<file path="src/hdl/mci_pkg.sv">
package mci_pkg;

  // Interrupt sources, index order is priority order (0 highest)
  localparam int unsigned MCI_NUM_SRC  = 11;
  localparam int unsigned MCI_NUM_MASK = 10;
  localparam logic [3:0]  MCI_SRC_PD   = 4'h0;
  localparam logic [3:0]  MCI_SRC_SEL  = 4'h1;
  localparam logic [3:0]  MCI_SRC_LHI  = 4'h2;
  localparam logic [3:0]  MCI_SRC_LLO  = 4'h3;
  localparam logic [3:0]  MCI_SRC_S1TX = 4'h4;
  localparam logic [3:0]  MCI_SRC_S1RX = 4'h5;
  localparam logic [3:0]  MCI_SRC_EDGE = 4'h6;
  localparam logic [3:0]  MCI_SRC_BYTE_MEMORY_TRANSFER = 4'h7;
  localparam logic [3:0]  MCI_SRC_S2TX = 4'h8;
  localparam logic [3:0]  MCI_SRC_S2RX = 4'h9;
  localparam logic [3:0]  MCI_SRC_TMR  = 4'hA;

  // Vector table, entry i belongs to source i
  localparam logic [15:0] MCI_VEC_RESET = 16'h0000;
  localparam logic [11*16-1:0] MCI_VEC_TABLE = {
    16'h0028, 16'h0024, 16'h0020, 16'h001C, 16'h0018, 16'h0014,
    16'h0010, 16'h000C, 16'h0008, 16'h0004, 16'h002C};

  // Register byte offsets
  localparam logic [7:0] MCI_OFF_CTRL  = 8'h00;
  localparam logic [7:0] MCI_OFF_MASK  = 8'h04;
  localparam logic [7:0] MCI_OFF_FORCE = 8'h08;
  localparam logic [7:0] MCI_OFF_VEC   = 8'h0C;
  localparam logic [7:0] MCI_OFF_LPWR  = 8'h10;
  localparam logic [7:0] MCI_OFF_MODE_STATUS_REG = 8'h14;

  // Control register fields
  localparam int unsigned MCI_CTRL_GIE     = 0;
  localparam int unsigned MCI_CTRL_SEL_EDG = 1;
  localparam int unsigned MCI_CTRL_B_EDG   = 2;
  localparam int unsigned MCI_CTRL_A_EDG   = 3;
  localparam int unsigned MCI_CTRL_S2_PINS = 4;
  localparam int unsigned MCI_CTRL_CLKODIS = 5;
  localparam int unsigned MCI_CTRL_CTXCLR  = 6;
  localparam int unsigned MCI_CTRL_W       = 7;
  localparam logic [6:0]  MCI_CTRL_RST     = 7'h00;

  // Force register: low half sets, high half clears
  localparam int unsigned MCI_FORCE_CLR_LSB = 16;

  // Low-power register fields
  localparam int unsigned MCI_LP_PD      = 0;
  localparam int unsigned MCI_LP_DIV_LSB = 1;
  localparam int unsigned MCI_DIV_W      = 3;
  localparam logic [2:0]  MCI_DIV_NONE   = 3'h0;
  localparam logic [2:0]  MCI_DIV_MAX    = 3'h4;

  // Reset values
  localparam logic [9:0]  MCI_MASK_RST  = 10'h000;
  localparam logic [15:0] MCI_MODE_STATUS_REG_RST = 16'h0000;

  // Power down recovery, in input clock cycles
  localparam int unsigned MCI_PD_RECOVER_CYCLES = 200;
  localparam int unsigned MCI_WAKE_CNT_W        = 8;

  typedef enum logic [1:0] {
    MCI_RUN   = 2'b00,
    MCI_IDLE  = 2'b01,
    MCI_PDOWN = 2'b10,
    MCI_WAKE  = 2'b11
  } mci_state_type;

endpackage

</file>
<file path="src/hdl/mci_clk_div.sv">
// Common clock-enable divider for processor, serial bit clock and timer
module mci_clk_div import mci_pkg::*; #(
  parameter int unsigned CNT_W = 7
)(
  // Clock and reset
  input  wire logic                 clk,
  input  wire logic                 arst_n,
  // Control
  input  wire logic                 slow,
  input  wire logic [MCI_DIV_W-1:0] div_code,
  // Enables
  output logic                      tick,
  output logic                      half
);

  if (CNT_W < 7) begin : g_chk
    $error("mci_clk_div: CNT_W must hold a count of 128");
  end

  logic [CNT_W-1:0] cnt;
  logic [CNT_W-1:0] next_cnt;
  logic [CNT_W-1:0] last;

  // Divisor code 1..4 selects 16, 32, 64, 128; code 0 is undivided
  function automatic logic [CNT_W-1:0] div_last(input logic [MCI_DIV_W-1:0] code);
    logic [CNT_W-1:0] r;
    r = '0;
    if (code != MCI_DIV_NONE && code <= MCI_DIV_MAX) begin
      r = CNT_W'((16 << (code - 3'h1)) - 1);
    end
    return r;
  endfunction

  assign last     = slow ? div_last(div_code) : '0;
  assign tick     = (cnt >= last);
  assign next_cnt = tick ? '0 : cnt + 1'b1;

  // Counter restarts on each tick; half toggles so the cycle clock shows the rate
  always_ff @(posedge clk or negedge arst_n) begin
    if (!arst_n) begin
      cnt  <= '0;
      half <= 1'b0;
    end else begin
      cnt <= next_cnt;
      if (tick) begin
        half <= ~half;
      end
    end
  end

endmodule // mci_clk_div

</file>
<file path="src/hdl/mci_int_lowpower.sv">
// The implementer's own choices: the APB slave port and the register offsets.
module mci_int_lowpower import mci_pkg::*; #(
  parameter int unsigned WAKE_CYCLES = MCI_PD_RECOVER_CYCLES
)(
  // Clock and reset
  input  wire logic        clk,
  input  wire logic        arst_n,
  // APB slave
  input  wire logic        psel,
  input  wire logic        penable,
  input  wire logic        pwrite,
  input  wire logic [7:0]  paddr,
  input  wire logic [31:0] pwdata,
  output logic [31:0]      prdata,
  output logic             pready,
  output logic             pslverr,
  // External interrupt pins, active low
  input  wire logic        ext_int_selectable_n,
  input  wire logic        ext_int_level_high_n,
  input  wire logic        ext_int_level_low_n,
  input  wire logic        ext_int_edge_n,
  input  wire logic        serial_shared_int_b_n,
  input  wire logic        serial_shared_int_a_n,
  // Flag drive of the shared pins, bit 0 is flag 4
  input  wire logic [3:0]  prog_flag_pins_out,
  input  wire logic [3:0]  prog_flag_pins_oe,
  // Internal request pulses
  input  wire logic        sp1_tx_req,
  input  wire logic        sp1_rx_req,
  input  wire logic        sp2_tx_req,
  input  wire logic        sp2_rx_req,
  input  wire logic        byte_memory_transfer_req,
  input  wire logic        timer_req,
  input  wire logic        pd_int_req,
  input  wire logic        pd_wake,
  // Core side
  output logic             irq_valid,
  output logic [15:0]      irq_vector,
  input  wire logic        irq_ack,
  output logic             core_run,
  output logic             context_clear,
  output logic             stack_empty,
  // Cycle steals: host memory port, byte transfer, autobuffer
  input  wire logic [2:0]  steal_req,
  output logic [2:0]       steal_grant,
  // Clock enables and cycle clock
  output logic             proc_clk_en,
  output logic             serial_clk_en,
  output logic             timer_clk_en,
  output logic             cycle_clock_out
);

  if (WAKE_CYCLES < 1 || WAKE_CYCLES > 255) begin : g_chk
    $error("mci_int_lowpower: WAKE_CYCLES must be 1..255");
  end

  localparam logic [MCI_WAKE_CNT_W-1:0] WAKE_LAST = MCI_WAKE_CNT_W'(WAKE_CYCLES - 1);

  // Address match, used by every register select
  function automatic logic hit(input logic [7:0] a, input logic [7:0] off);
    return a == off;
  endfunction

  // Lowest set index wins
  function automatic logic [3:0] pick(input logic [MCI_NUM_SRC-1:0] v);
    logic [3:0] r;
    r = 4'h0;
    for (int i = MCI_NUM_SRC - 1; i >= 0; i--) begin
      if (v[i]) begin
        r = 4'(i);
      end
    end
    return r;
  endfunction

  mci_state_type               state;
  mci_state_type               next_state;
  logic [MCI_CTRL_W-1:0]       ctrl;
  logic [MCI_NUM_MASK-1:0]     interrupt_mask_reg;
  logic [15:0]                 mode_status_reg;
  logic [MCI_NUM_SRC-1:0]      lat;
  logic [MCI_NUM_SRC-1:0]      next_lat;
  logic [5:0]                  prev_asrt;
  logic [MCI_DIV_W-1:0]        div_code;
  logic [MCI_WAKE_CNT_W-1:0]   wake_cnt;
  logic [3:0]                  irq_id;
  logic                        rst_done;

  // Bus decode
  wire                         acc       = psel & penable;
  wire                         setup     = psel & ~penable;
  wire                         wr        = acc & pwrite;
  wire                         sel_ctrl  = hit(paddr, MCI_OFF_CTRL);
  wire                         sel_mask  = hit(paddr, MCI_OFF_MASK);
  wire                         sel_force = hit(paddr, MCI_OFF_FORCE);
  wire                         sel_vec   = hit(paddr, MCI_OFF_VEC);
  wire                         sel_lpwr  = hit(paddr, MCI_OFF_LPWR);
  wire                         sel_mode_status_reg = hit(paddr, MCI_OFF_MODE_STATUS_REG);
  wire                         mapped    = sel_ctrl | sel_mask | sel_force | sel_vec | sel_lpwr | sel_mode_status_reg;
  wire                         wr_force  = wr & sel_force;
  wire                         wr_lpwr   = wr & sel_lpwr;

  // Zero wait states; unmapped addresses answer with an error
  assign pready  = 1'b1;
  assign pslverr = acc & ~mapped;

  // Control fields
  wire                         gie     = ctrl[MCI_CTRL_GIE];
  wire                         sel_edg = ctrl[MCI_CTRL_SEL_EDG];
  wire                         b_edg   = ctrl[MCI_CTRL_B_EDG];
  wire                         a_edg   = ctrl[MCI_CTRL_A_EDG];
  wire                         s2_pins = ctrl[MCI_CTRL_S2_PINS];

  // Shared pins see the flag drive when enabled, else the outside
  wire [3:0]                   pin_in  = {ext_int_selectable_n, ext_int_level_high_n,
                                          ext_int_level_low_n, ext_int_edge_n};
  wire [3:0]                   pin_lvl = (prog_flag_pins_oe & prog_flag_pins_out)
                                       | (~prog_flag_pins_oe & pin_in);
  // Asserted levels: edge, low, high, selectable, shared b, shared a
  wire [5:0]                   asrt    = {~serial_shared_int_a_n, ~serial_shared_int_b_n, ~pin_lvl};
  wire [5:0]                   fall    = asrt & ~prev_asrt;

  // Sticky requests from edges and pulses
  wire [MCI_NUM_SRC-1:0]       hw_set = {
    timer_req,
    s2_pins ? (a_edg & fall[5]) : sp2_rx_req,
    s2_pins ? (b_edg & fall[4]) : sp2_tx_req,
    byte_memory_transfer_req,
    fall[0],
    sp1_rx_req,
    sp1_tx_req,
    1'b0,
    1'b0,
    sel_edg & fall[3],
    pd_int_req};

  // Live requests from level-sensitive inputs
  wire [MCI_NUM_SRC-1:0]       lvl_req = {
    1'b0,
    s2_pins & ~a_edg & asrt[5],
    s2_pins & ~b_edg & asrt[4],
    4'h0,
    asrt[1],
    asrt[2],
    ~sel_edg & asrt[3],
    1'b0};

  wire [MCI_NUM_SRC-1:0]       sw_set  = wr_force ? {pwdata[MCI_NUM_SRC-1:1], 1'b0} : '0;
  wire [MCI_NUM_SRC-1:0]       sw_clr  = wr_force ? pwdata[MCI_FORCE_CLR_LSB +: MCI_NUM_SRC] : '0;
  wire                         taken   = irq_ack & irq_valid;
  wire [MCI_NUM_SRC-1:0]       ack_clr = taken ? (MCI_NUM_SRC'(1) << irq_id) : '0;

  // Set beats clear, so an event during its own clear is kept
  assign next_lat = hw_set | sw_set | (lat & ~(sw_clr | ack_clr));

  wire [MCI_NUM_SRC-1:0]       pend    = lat | lvl_req;
  wire [MCI_NUM_SRC-1:0]       enabled = pend & {interrupt_mask_reg & {MCI_NUM_MASK{gie}}, 1'b1};
  wire                         any_req = |enabled;
  wire [3:0]                   win     = pick(enabled);

  // Shared divider: slow only while idling
  wire                         tick;
  wire                         half;

  mci_clk_div #(
    .CNT_W (7)
  ) u_div (
    .clk      (clk),
    .arst_n   (arst_n),
    .slow     (state == MCI_IDLE),
    .div_code (div_code),
    .tick     (tick),
    .half     (half)
  );

  // Same enable for processor, serial bit clock and timer
  assign proc_clk_en     = tick;
  assign serial_clk_en   = tick;
  assign timer_clk_en    = tick;
  assign cycle_clock_out = half & ~ctrl[MCI_CTRL_CLKODIS];

  // Steals need no instruction flow, so idle grants them too
  assign steal_grant = (state == MCI_RUN || state == MCI_IDLE) ? steal_req : 3'h0;
  assign core_run    = (state == MCI_RUN);

  // Low-power sequencing
  always_comb begin
    next_state = state;
    unique case (state)
      MCI_RUN: begin
        if (wr_lpwr && pwdata[MCI_LP_PD]) begin
          next_state = MCI_PDOWN;
        end else if (wr_lpwr && pwdata[MCI_LP_DIV_LSB +: MCI_DIV_W] <= MCI_DIV_MAX) begin
          next_state = MCI_IDLE;
        end
      end
      MCI_IDLE: begin
        // Wake only on a divided tick, so wake can lag by the divisor
        if (any_req && tick) begin
          next_state = MCI_RUN;
        end
      end
      MCI_PDOWN: begin
        if (pd_wake) begin
          next_state = MCI_WAKE;
        end
      end
      MCI_WAKE: begin
        if (wake_cnt == WAKE_LAST) begin
          next_state = MCI_RUN;
        end
      end
    endcase
  end

  // Recovery counter runs off the free clock; the clock enables stay high every cycle in power down
  always_ff @(posedge clk or negedge arst_n) begin
    if (!arst_n) begin
      wake_cnt <= '0;
    end else begin
      wake_cnt <= (state == MCI_WAKE) ? wake_cnt + 1'b1 : '0;
    end
  end

  // State, reset ends power down at once
  always_ff @(posedge clk or negedge arst_n) begin
    if (!arst_n) begin
      state <= MCI_RUN;
    end else begin
      state <= next_state;
    end
  end

  // Divisor taken when idle is entered
  always_ff @(posedge clk or negedge arst_n) begin
    if (!arst_n) begin
      div_code <= MCI_DIV_NONE;
    end else if (state == MCI_RUN && next_state == MCI_IDLE) begin
      div_code <= pwdata[MCI_LP_DIV_LSB +: MCI_DIV_W];
    end
  end

  // Context choice shown for one cycle as power down ends
  always_ff @(posedge clk or negedge arst_n) begin
    if (!arst_n) begin
      context_clear <= 1'b0;
    end else begin
      context_clear <= (state == MCI_WAKE) && (next_state == MCI_RUN) && ctrl[MCI_CTRL_CTXCLR];
    end
  end

  // Stacks held empty through reset and the first edge after it
  always_ff @(posedge clk or negedge arst_n) begin
    if (!arst_n) begin
      rst_done <= 1'b0;
    end else begin
      rst_done <= 1'b1;
    end
  end
  assign stack_empty = ~rst_done;

  // Pending latches and edge history
  always_ff @(posedge clk or negedge arst_n) begin
    if (!arst_n) begin
      lat       <= '0;
      prev_asrt <= '0;
    end else begin
      lat       <= next_lat;
      prev_asrt <= asrt;
    end
  end

  // Vector to the core only while running; losers stay pending
  always_ff @(posedge clk or negedge arst_n) begin
    if (!arst_n) begin
      irq_valid  <= 1'b0;
      irq_vector <= MCI_VEC_RESET;
      irq_id     <= '0;
    end else begin
      irq_valid  <= any_req && next_state == MCI_RUN && !taken;
      irq_vector <= MCI_VEC_TABLE[win*16 +: 16];
      irq_id     <= win;
    end
  end

  // Software registers; reset masks all maskable sources and disables servicing of all but power down
  always_ff @(posedge clk or negedge arst_n) begin
    if (!arst_n) begin
      ctrl               <= MCI_CTRL_RST;
      interrupt_mask_reg <= MCI_MASK_RST;
      mode_status_reg    <= MCI_MODE_STATUS_REG_RST;
    end else if (wr) begin
      if (sel_ctrl) begin
        ctrl <= pwdata[MCI_CTRL_W-1:0];
      end
      if (sel_mask) begin
        interrupt_mask_reg <= pwdata[MCI_NUM_MASK-1:0];
      end
      if (sel_mode_status_reg) begin
        mode_status_reg <= pwdata[15:0];
      end
    end
  end

  // Read data captured in the setup cycle
  wire [31:0] rd_mux =
      sel_ctrl  ? 32'(ctrl) :
      sel_mask  ? 32'(interrupt_mask_reg) :
      sel_force ? {5'h00, lat, 5'h00, pend} :
      sel_vec   ? {11'h000, irq_valid, irq_id, irq_vector} :
      sel_lpwr  ? {27'h0000000, state, div_code} :
      sel_mode_status_reg ? 32'(mode_status_reg) : 32'h00000000;

  always_ff @(posedge clk or negedge arst_n) begin
    if (!arst_n) begin
      prdata <= 32'h00000000;
    end else if (setup) begin
      prdata <= rd_mux;
    end
  end

endmodule // mci_int_lowpower

</file>
<file path="config.mk">
export PLATFORM = sky130hd
export DESIGN_NAME = mci_int_lowpower
export DESIGN_NICKNAME = d
export VERILOG_FILES = /design/src/hdl/mci_pkg.sv /design/src/hdl/mci_clk_div.sv /design/src/hdl/mci_int_lowpower.sv
export SDC_FILE = /design/constraint.sdc
export NUM_CORES = 1
export LEC_CHECK = 0
export BUFFER_PORTS_ARGS = -buffer_cell sky130_fd_sc_hd__buf_2
export CAP_MARGIN = 20
export CELL_PAD_IN_SITES_DETAIL_PLACEMENT = 1
export CELL_PAD_IN_SITES_GLOBAL_PLACEMENT = 2
export CORE_MARGIN = 5
export CORE_UTILIZATION = 25
export CTS_CLUSTER_SIZE = 24
export DETAILED_ROUTE_END_ITERATION = 8
export PLACE_DENSITY_LB_ADDON = 0.1
export SYNTH_ARGS = -nofsm -noshare
export SYNTH_HDL_FRONTEND = slang
export SYNTH_SLANG_ARGS = --single-unit
</file>
<file path="constraint.sdc">
create_clock -name clk -period 6.7 [get_ports clk]
set_input_delay 0.67 -clock clk [delete_from_list [all_inputs] [get_ports clk]]
set_output_delay 0.67 -clock clk [all_outputs]
set_load 0.005 [all_outputs]
</file>
==> metrics.yaml, run 1 <==
synth.avg_cell_area_um2: 10.4
p_per_area_nw_per_um2: 204
ys_types: 61
crit_type: "reg2out"
dr.pass1.iters: 5
cp_slowest_cell: "nor3_1"
cts_tree: "done"
routed_via_density: 4.73
cts.path.max_buffers: 2
final_cell_mix: "dfrtp_1, buf_2, nand2_1, nor2_1, o21ai_0"
fmax_ghz: 0.268
initial_utilization: 0.256
drive_gt1_frac: 0.282
grt_usage: 0.150
tightest_slew_ns: 1.04
yosys_warnings: 0
synthCells: 520
first_global_vias: 4567
reg2reg_from: "state[1]"
root_buffer: "clkbuf_16"
std_cell_rows: 53
multiInputGateArea_um2: 2470
wirelength_um: 18100
setup_violations: 0
cts_resized: 0
path_delay_family: "simple AND/OR/NAND/NOR gates"
clkTransAtPathRegs_ns: 0.08
maxCapViolCount: 0
hold_viol_final: 0
ir_worst_vdd_uv: 116
status: "finished, final reports clean"
fin_setup_tns_ns: 0
die_w_um: 157
largest_register_ffs: 27
drt_first_iter_violations: 232
ys_async_sr_fraction: 1.00
diodes: 0
grt_max_degree: 75
area_growth_pct: 19.6
dpl.hpwl_um: 13800
htreeDepth: 3
place.gp.congestion: 0.798
regArea_um2: 2680
ant_nets: 0
rr_endpoint: "irq_valid"
setup_ws_ns: 2.97
die_height_um: 157
cts_setup_buffers: 0
ioPinCount: 132
synth_top_area_frac: 0.495
cts_buffers: 9
fillers: 2406
fin_area_um2: 6470
crit_path_start: "state[1]"
required_ns: 6.03
drc: 0
r2r_cells: 10
cp_cell_sequence: "nand2b_1 > nor3_1 > inv_1 > ha_1 > a21oi_1 > nor2b_1 > o21ai_0 > a31oi_1 > buf_4 > buf_2"
grt_pass1_wl_um: 28200
synth_top_area_cell: "dfrtp_1"
hp-class: "in2async"
rsz0062_at_grt: "false"
place.port_buffers: 108
synthTopCellsByArea: "dfrtp_1, mux2_2, nand2_1, o21ai_0, buf_4"
slew_headroom: 0.307
crit_arrival_ns: 3.06
fin_skew_ns: 0.0155
ys_ff_latch: 107
cp.buffers_inverters: 3
hold_buffers: 0
max_stage_delay_ns: 0.51
synth_area_um2: 5410
cp_max_fo: 12
grt_overflow: 0
synth_ff_type: "dfrtp_1"
seq_area_frac_synth: 0.495
place_area_um2: 6130
layout.nets: 701
antenna_found_initial: 0
wl_per_cell_um: 20.1
min_period_over_period: 0.556
core_region_area_um2: 21200
maxSlewViolCount: 0
dp_slack_ns: 3.34
cellLeakagePower_nw: 3.15
clock_latency_ns: 0.37
cts.sinks: 107
r2r_slack_ns: 3.83
hold_ws_ns: 0.243
cp-start-kind: "flop"
cp-end-kind: "output pin"
die_area_um2: 24700
vias: 4258
fin_crit_ns: 3.73
synth-edff-count: 0
[through the flow]
| stage | util | cells | power, mW |
|---|---|---|---|
| 2_1_floorplan | - | 537 | 0.719 |
| 3_3_place_gp | 0.290 | 883 | 0.773 |
| 3_5_place_dp | 0.290 | 883 | 0.775 |
| 4_1_cts | 0.304 | 899 | 1.34 |
| 5_1_grt | 0.306 | 900 | 1.39 |
| 6_report | 0.306 | 900 | 1.32 |
[kinds of logic after synthesis]
kind of cell / share of synthesized area
buffers and inverters: 0.0590
xor gates and xnor gates: 0.0211
adders and majority gates: 0.0231
and+or+nand+nor: 0.161
other: 0.00139
muxes: 0.108
DFF: 0.495
AOI/OAI and AO/OA: 0.131
[layer usage]
| metal | up-vias | GRT usage | share of wire |
|---|---|---|---|
| met2 | 104 | 0.235 | 0.46 |
| met4 | 0 | 0.0270 | 0.0077 |
| li1 | 2007 | - | - |
| met3 | 9 | 0.0352 | 0.049 |
| met5 | - | 0 | 0 |
| met1 | 2138 | 0.215 | 0.48 |
[how the worst max path moves through the flow]
stage	slack, ns	depth (start not counted)	endpoint
floorplan	3.44	9	serial_clk_en
CTS	2.91	10	serial_clk_en
global placement	3.35	7	prdata[1]
global route	2.69	10	serial_clk_en
finish	2.97	10	serial_clk_en
detailed placement	3.34	10	serial_clk_en
[final cells by class]
cell class	instances	area share
Sequential cell	107	0.414
Multi-Input combinational cell	373	0.383
Timing Repair Buffer	113	0.0928
Tap cell	275	0.0532
Clock buffer	9	0.0348
Clock inverter	7	0.0133
Inverter	16	0.00928
[where the power goes]
group	total (mW)	switching, mW	internal (mW)
clock network	0.559	0.288	0.270
logic	0.0985	0.0621	0.0364
registers	0.664	0.00938	0.654
total	1.32	0.360	0.961
[synthesized netlist by cell type, types with 4 or more instances]
library cell / instances
nor2_1: 38
nor2b_1: 7
xnor2_1: 6
nor3_1: 10
mux2i_1: 13
a211o_1: 5
mux2_2: 27
a21o_1: 5
or3_1: 4
o21a_1: 4
inv_1: 16
a21oi_1: 19
clkbuf_1: 10
nand3_1: 22
xor2_1: 7
and3_1: 7
a22o_1: 6
nand2_1: 60
dfrtp_1: 107
buf_4: 20
ha_1: 10
mux2_4: 10
nand2b_1: 8
o21ai_0: 32
buf_2: 6
a221oi_1: 5
[worst register-to-register path: cells and delay by family (launching register included)]
kind,cells,cell delay (ns)
DFF,1,0.50
and+or+nand+nor,3,0.82
buffers and inverters,2,0.38
AOI/OAI and AO/OA,4,0.77
adders and majority gates,1,0.31
Note: power is estimated with default switching activity, not from simulation.
==> run 2: changes to the inputs <==
clock period = 3.1 ns   (was 6.7 ns; I/O delays follow)
==> metrics.yaml, run 2 (synthesis gave the netlist of run 1 again) <==
status: "complete, but fails checks"
violations: "negative hold slack"
fmax_ghz: 0.343
fin_skew_ns: 0.00771
cts_buffers: 9
reg2reg_from: "div_code[0]"
cp-end-kind: "output pin"
setup_violations: 0
cp-start-kind: "flop"
fin_util: 0.311
p_comb_frac: 0.077
slew_headroom: 0.446
largest_register_ffs: 27
netSwitchingFraction: 0.263
grt_max_degree: 54
fin_crit_ns: 2.92
place.gp.congestion: 0.791
fin_setup_tns_ns: 0
layout.nets: 717
place.port_buffers: 108
drc: 0
cts_tree: "done"
std_cell_rows: 53
clkPwrFrac: 0.409
wl_per_cell_um: 20.0
routed_via_density: 4.70
hp-class: "in2async"
hold_viol_final: 1
clkTransAtPathRegs_ns: 0.08
die_area_um2: 24700
maxCapViolCount: 0
tightest_slew_ns: 0.809
cts.path.max_buffers: 2
final_cell_mix: "buf_2, dfrtp_1, nand2_1, nor2_1, o21ai_0"
dr.pass1.iters: 6
hold_ws_ns: -0.00407
p_switching_mw: 0.734
dpl.hpwl_um: 14100
crit_type: "reg2out"
clock_latency_ns: 0.36
maxSlewViolCount: 0
root_buffer: "clkbuf_16"
rr_endpoint: "irq_valid"
p_per_area_nw_per_um2: 424
layout_commonest_cell: "buf_2"
seq_power_share: 0.514
vias: 4301
grt_overflow: 0
grt_pass1_wl_um: 28400
die_w_um: 157
cp_max_fo: 7
crit_arrival_ns: 2.61
min_period_over_period: 0.941
p_int_mw: 2.06
drt_first_iter_violations: 216
diodes: 0
cellLeakagePower_nw: 3.21
initial_utilization: 0.256
cp_slowest_cell: "dfrtp_2"
cp_cell_sequence: "or3b_4 > ha_1 > nand2b_1 > ha_1 > o21ai_0 > nand2b_1 > a21oi_2 > a31oi_4 > buf_2"
drive_gt1_frac: 0.306
ir_worst_vdd_uv: 224
antenna_found_initial: 0
grt_usage: 0.150
ioPinCount: 132
die_height_um: 157
r2r_cells: 10
ant_nets: 0
area_growth_pct: 21.7
required_ns: 2.79
core_region_area_um2: 21200
wirelength_um: 18300
r2r_slack_ns: 0.56
rsz0062_at_grt: "false"
htreeDepth: 3
cts.sinks: 107
first_global_vias: 4654
max_stage_delay_ns: 0.45
run 2: cell types whose count changed in the layout (fill, tap and decap cells not counted), sizes merged:
cell,before,now
buf,113,129
inv,20,19
clkinvlp,0,2
clkinv,3,2
run 2: routing by layer:
metal | share of wire | track usage
met1 | 0.50 | 0.220
met2 | 0.44 | 0.233
met3 | 0.040 | 0.0275
met4 | 0.012 | 0.0315
met5 | 0 | 0
run 2: worst max-delay path by stage:
stage,from,to,slack [ns],depth (start not counted)
after floorplan,div_code[2],serial_clk_en,0.20,9
after global placement,div_code[1],serial_clk_en,0.26,9
after detailed placement,div_code[0],proc_clk_en,0.14,9
after CTS,div_code[0],proc_clk_en,0.03,9
after global routing,div_code[0],serial_clk_en,0.03,9
final,div_code[0],proc_clk_en,0.18,9
run 2: critical path: cells and delay by family (launching register included):
| kind | cells | cell delay [ns] |
|---|---|---|
| AND/OR/NAND/NOR | 3 | 0.64 |
| adder cells (fa/ha/maj) | 2 | 0.57 |
| flip-flops | 1 | 0.45 |
| AO/OA/AOI/OAI | 3 | 0.42 |
| buffers and inverters | 1 | 0.16 |
run 2: cell type report:
| class | count | area [um2] |
|---|---|---|
| clock buffer | 9 | 225 |
| clock inverter | 7 | 60.1 |
| fill | 2411 | 14600 |
| inverter | 16 | 60.1 |
| multi-input combinational | 373 | 2500 |
| sequential | 107 | 2680 |
| tap | 275 | 344 |
| timing repair buffer | 129 | 713 |
run 2: through the flow:
stage | power (mW) | instance area, um2 | setup slack (ns) | cells
after detailed placement | 1.68 | 6230 | 0.140 | 895
after global placement | 1.68 | 6230 | 0.256 | 895
after CTS | 2.85 | 6540 | 0.0332 | 911
final | 2.79 | 6580 | 0.182 | 916
after floorplan | 1.55 | 5470 | 0.202 | 537
after global routing | 2.93 | 6580 | 0.0300 | 916
run 2: power by group through the flow:
stage	Sequential (mW)	Combinational, mW	Clock, mW
after global placement	1.46	0.217	0
after CTS	1.43	0.221	1.20
after floorplan	1.45	0.0997	0
after detailed placement	1.46	0.220	0
after global routing	1.44	0.241	1.25
final	1.43	0.216	1.14
run 2: timing repair:
action | CTS | global route
hold buffers | 0 | 0
endpoints found under the setup margin | 3 | 3
buffers inserted | 0 | 5
resized for setup | 3 | 4
==> run 3: changes to the inputs <==
CORE_UTILIZATION = 30   (was 25)
==> metrics.yaml, run 3 (synthesis gave the netlist of run 1 again) <==
place.port_buffers: 108
vias: 4356
fin_area_um2: 6520
fin_setup_tns_ns: 0
hold_ws_ns: 0.0436
die_w_um: 144
final_cell_mix: "buf_2, dfrtp_1, nand2_1, nor2_1, o21ai_0"
fin_skew_ns: 0.00724
layout.nets: 713
cp-end-kind: "output pin"
fin_crit_ns: 2.95
ant_nets: 0
p_int_mw: 2.14
cp_max_fo: 7
min_period_over_period: 0.950
wl_per_cell_um: 20.1
hold_viol_final: 0
slew_headroom: 0.431
layout_commonest_cell: "buf_2"
drc: 0
fin_util: 0.365
dpl.hpwl_um: 13200
ioPinCount: 132
cellLeakagePower_nw: 3.21
crit_arrival_ns: 2.64
hp-class: "in2async"
fmax_ghz: 0.340
place.gp.congestion: 0.799
wirelength_um: 17400
root_buffer: "clkbuf_16"
reg2reg_from: "div_code[0]"
crit_path_start: "div_code[0]"
antenna_found_initial: 0
clkTransAtPathRegs_ns: 0.07
crit_type: "reg2out"
maxSlewViolCount: 0
first_global_vias: 4610
max_stage_delay_ns: 0.47
power.total_mw: 2.86
grt_overflow: 0
tightest_slew_ns: 0.831
netSwitchingFraction: 0.252
p_switching_mw: 0.718
cp_slowest_cell: "or3b_2"
cp_cell_sequence: "or3b_2 > ha_1 > nand2b_1 > ha_1 > o21ai_0 > nand2b_1 > a21oi_2 > a31oi_4 > buf_2"
die_area_um2: 20800
diodes: 0
required_ns: 2.79
grt_pass1_wl_um: 27100
place_area_um2: 6170
cts_buffers: 9
fillers: 2079
largest_register_ffs: 27
clkPwrFrac: 0.423
area_growth_pct: 20.5
setup_violations: 0
dr.pass1.iters: 4
cts.path.max_buffers: 2
grt_max_degree: 61
std_cell_rows: 49
initial_utilization: 0.303
cp-start-kind: "flop"
die_height_um: 144
maxCapViolCount: 0
seq_power_share: 0.502
p_per_area_nw_per_um2: 438
clock_latency_ns: 0.36
p_comb_frac: 0.075
core_region_area_um2: 17800
cts.sinks: 107
drt_first_iter_violations: 213
ir_worst_vdd_uv: 308
cts_tree: "done"
grt_usage: 0.171
htreeDepth: 3
routed_via_density: 5.03
drive_gt1_frac: 0.303
status: "finished, final reports clean"
-- run 3: layout make-up --
type | count | area, um2 | area share
sequential | 107 | 2680 | 0.411
multi-input combinational | 373 | 2500 | 0.384
timing repair buffer | 125 | 683 | 0.105
tap | 229 | 287 | 0.0440
clock buffer | 9 | 225 | 0.0346
clock inverter | 7 | 81.3 | 0.0125
inverter | 16 | 60.1 | 0.00922
-- run 3: final timing paths --
path | slack [ns] | end | depth (start not counted)
worst max-delay path | 0.15 | serial_clk_en | 9
worst min-delay path | 0.04 | context_clear | 1
worst max register to register | 0.59 | u_div.half | 10
worst min register to register | 0.46 | wake_cnt[0] | 1
max in group asynchronous | 2.31 | prdata[15] | 2
min in group clk | 0.13 | prev_asrt[4] | 2
-- run 3: critical path, delay by kind of cell, from the launching register on --
kind / cells / cell delay, ns
adders and majority gates: 2 / 0.58
buffers and inverters: 1 / 0.16
DFF: 1 / 0.45
AOI/OAI and AO/OA: 3 / 0.38
and+or+nand+nor: 3 / 0.71
-- run 3: layer usage --
layer | track usage | wire [um]
met4 | 0.0324 | 133
met5 | 0 | 0
met1 | 0.250 | 8440
met3 | 0.0364 | 899
met2 | 0.264 | 7930
-- run 3: what timing repair did --
item	CTS	global route
resized for setup	2	4
endpoints found under the setup margin	3	3
gates cloned	0	0
hold buffers	0	0
setup buffers	0	2
-- run 3: power by group through the flow --
stage	logic (mW)	registers [mW]	clock network (mW)
floorplan	0.0997	1.45	0
global placement	0.213	1.46	0
detailed placement	0.216	1.46	0
CTS	0.217	1.43	1.25
global route	0.240	1.44	1.31
finish	0.213	1.43	1.21
-- run 3: per-stage QoR --
stage	cells	setup WS (ns)
finish	866	0.155
global placement	848	0.295
detailed placement	848	0.245
global route	866	-0.0277
floorplan	537	0.202
CTS	864	0.0360
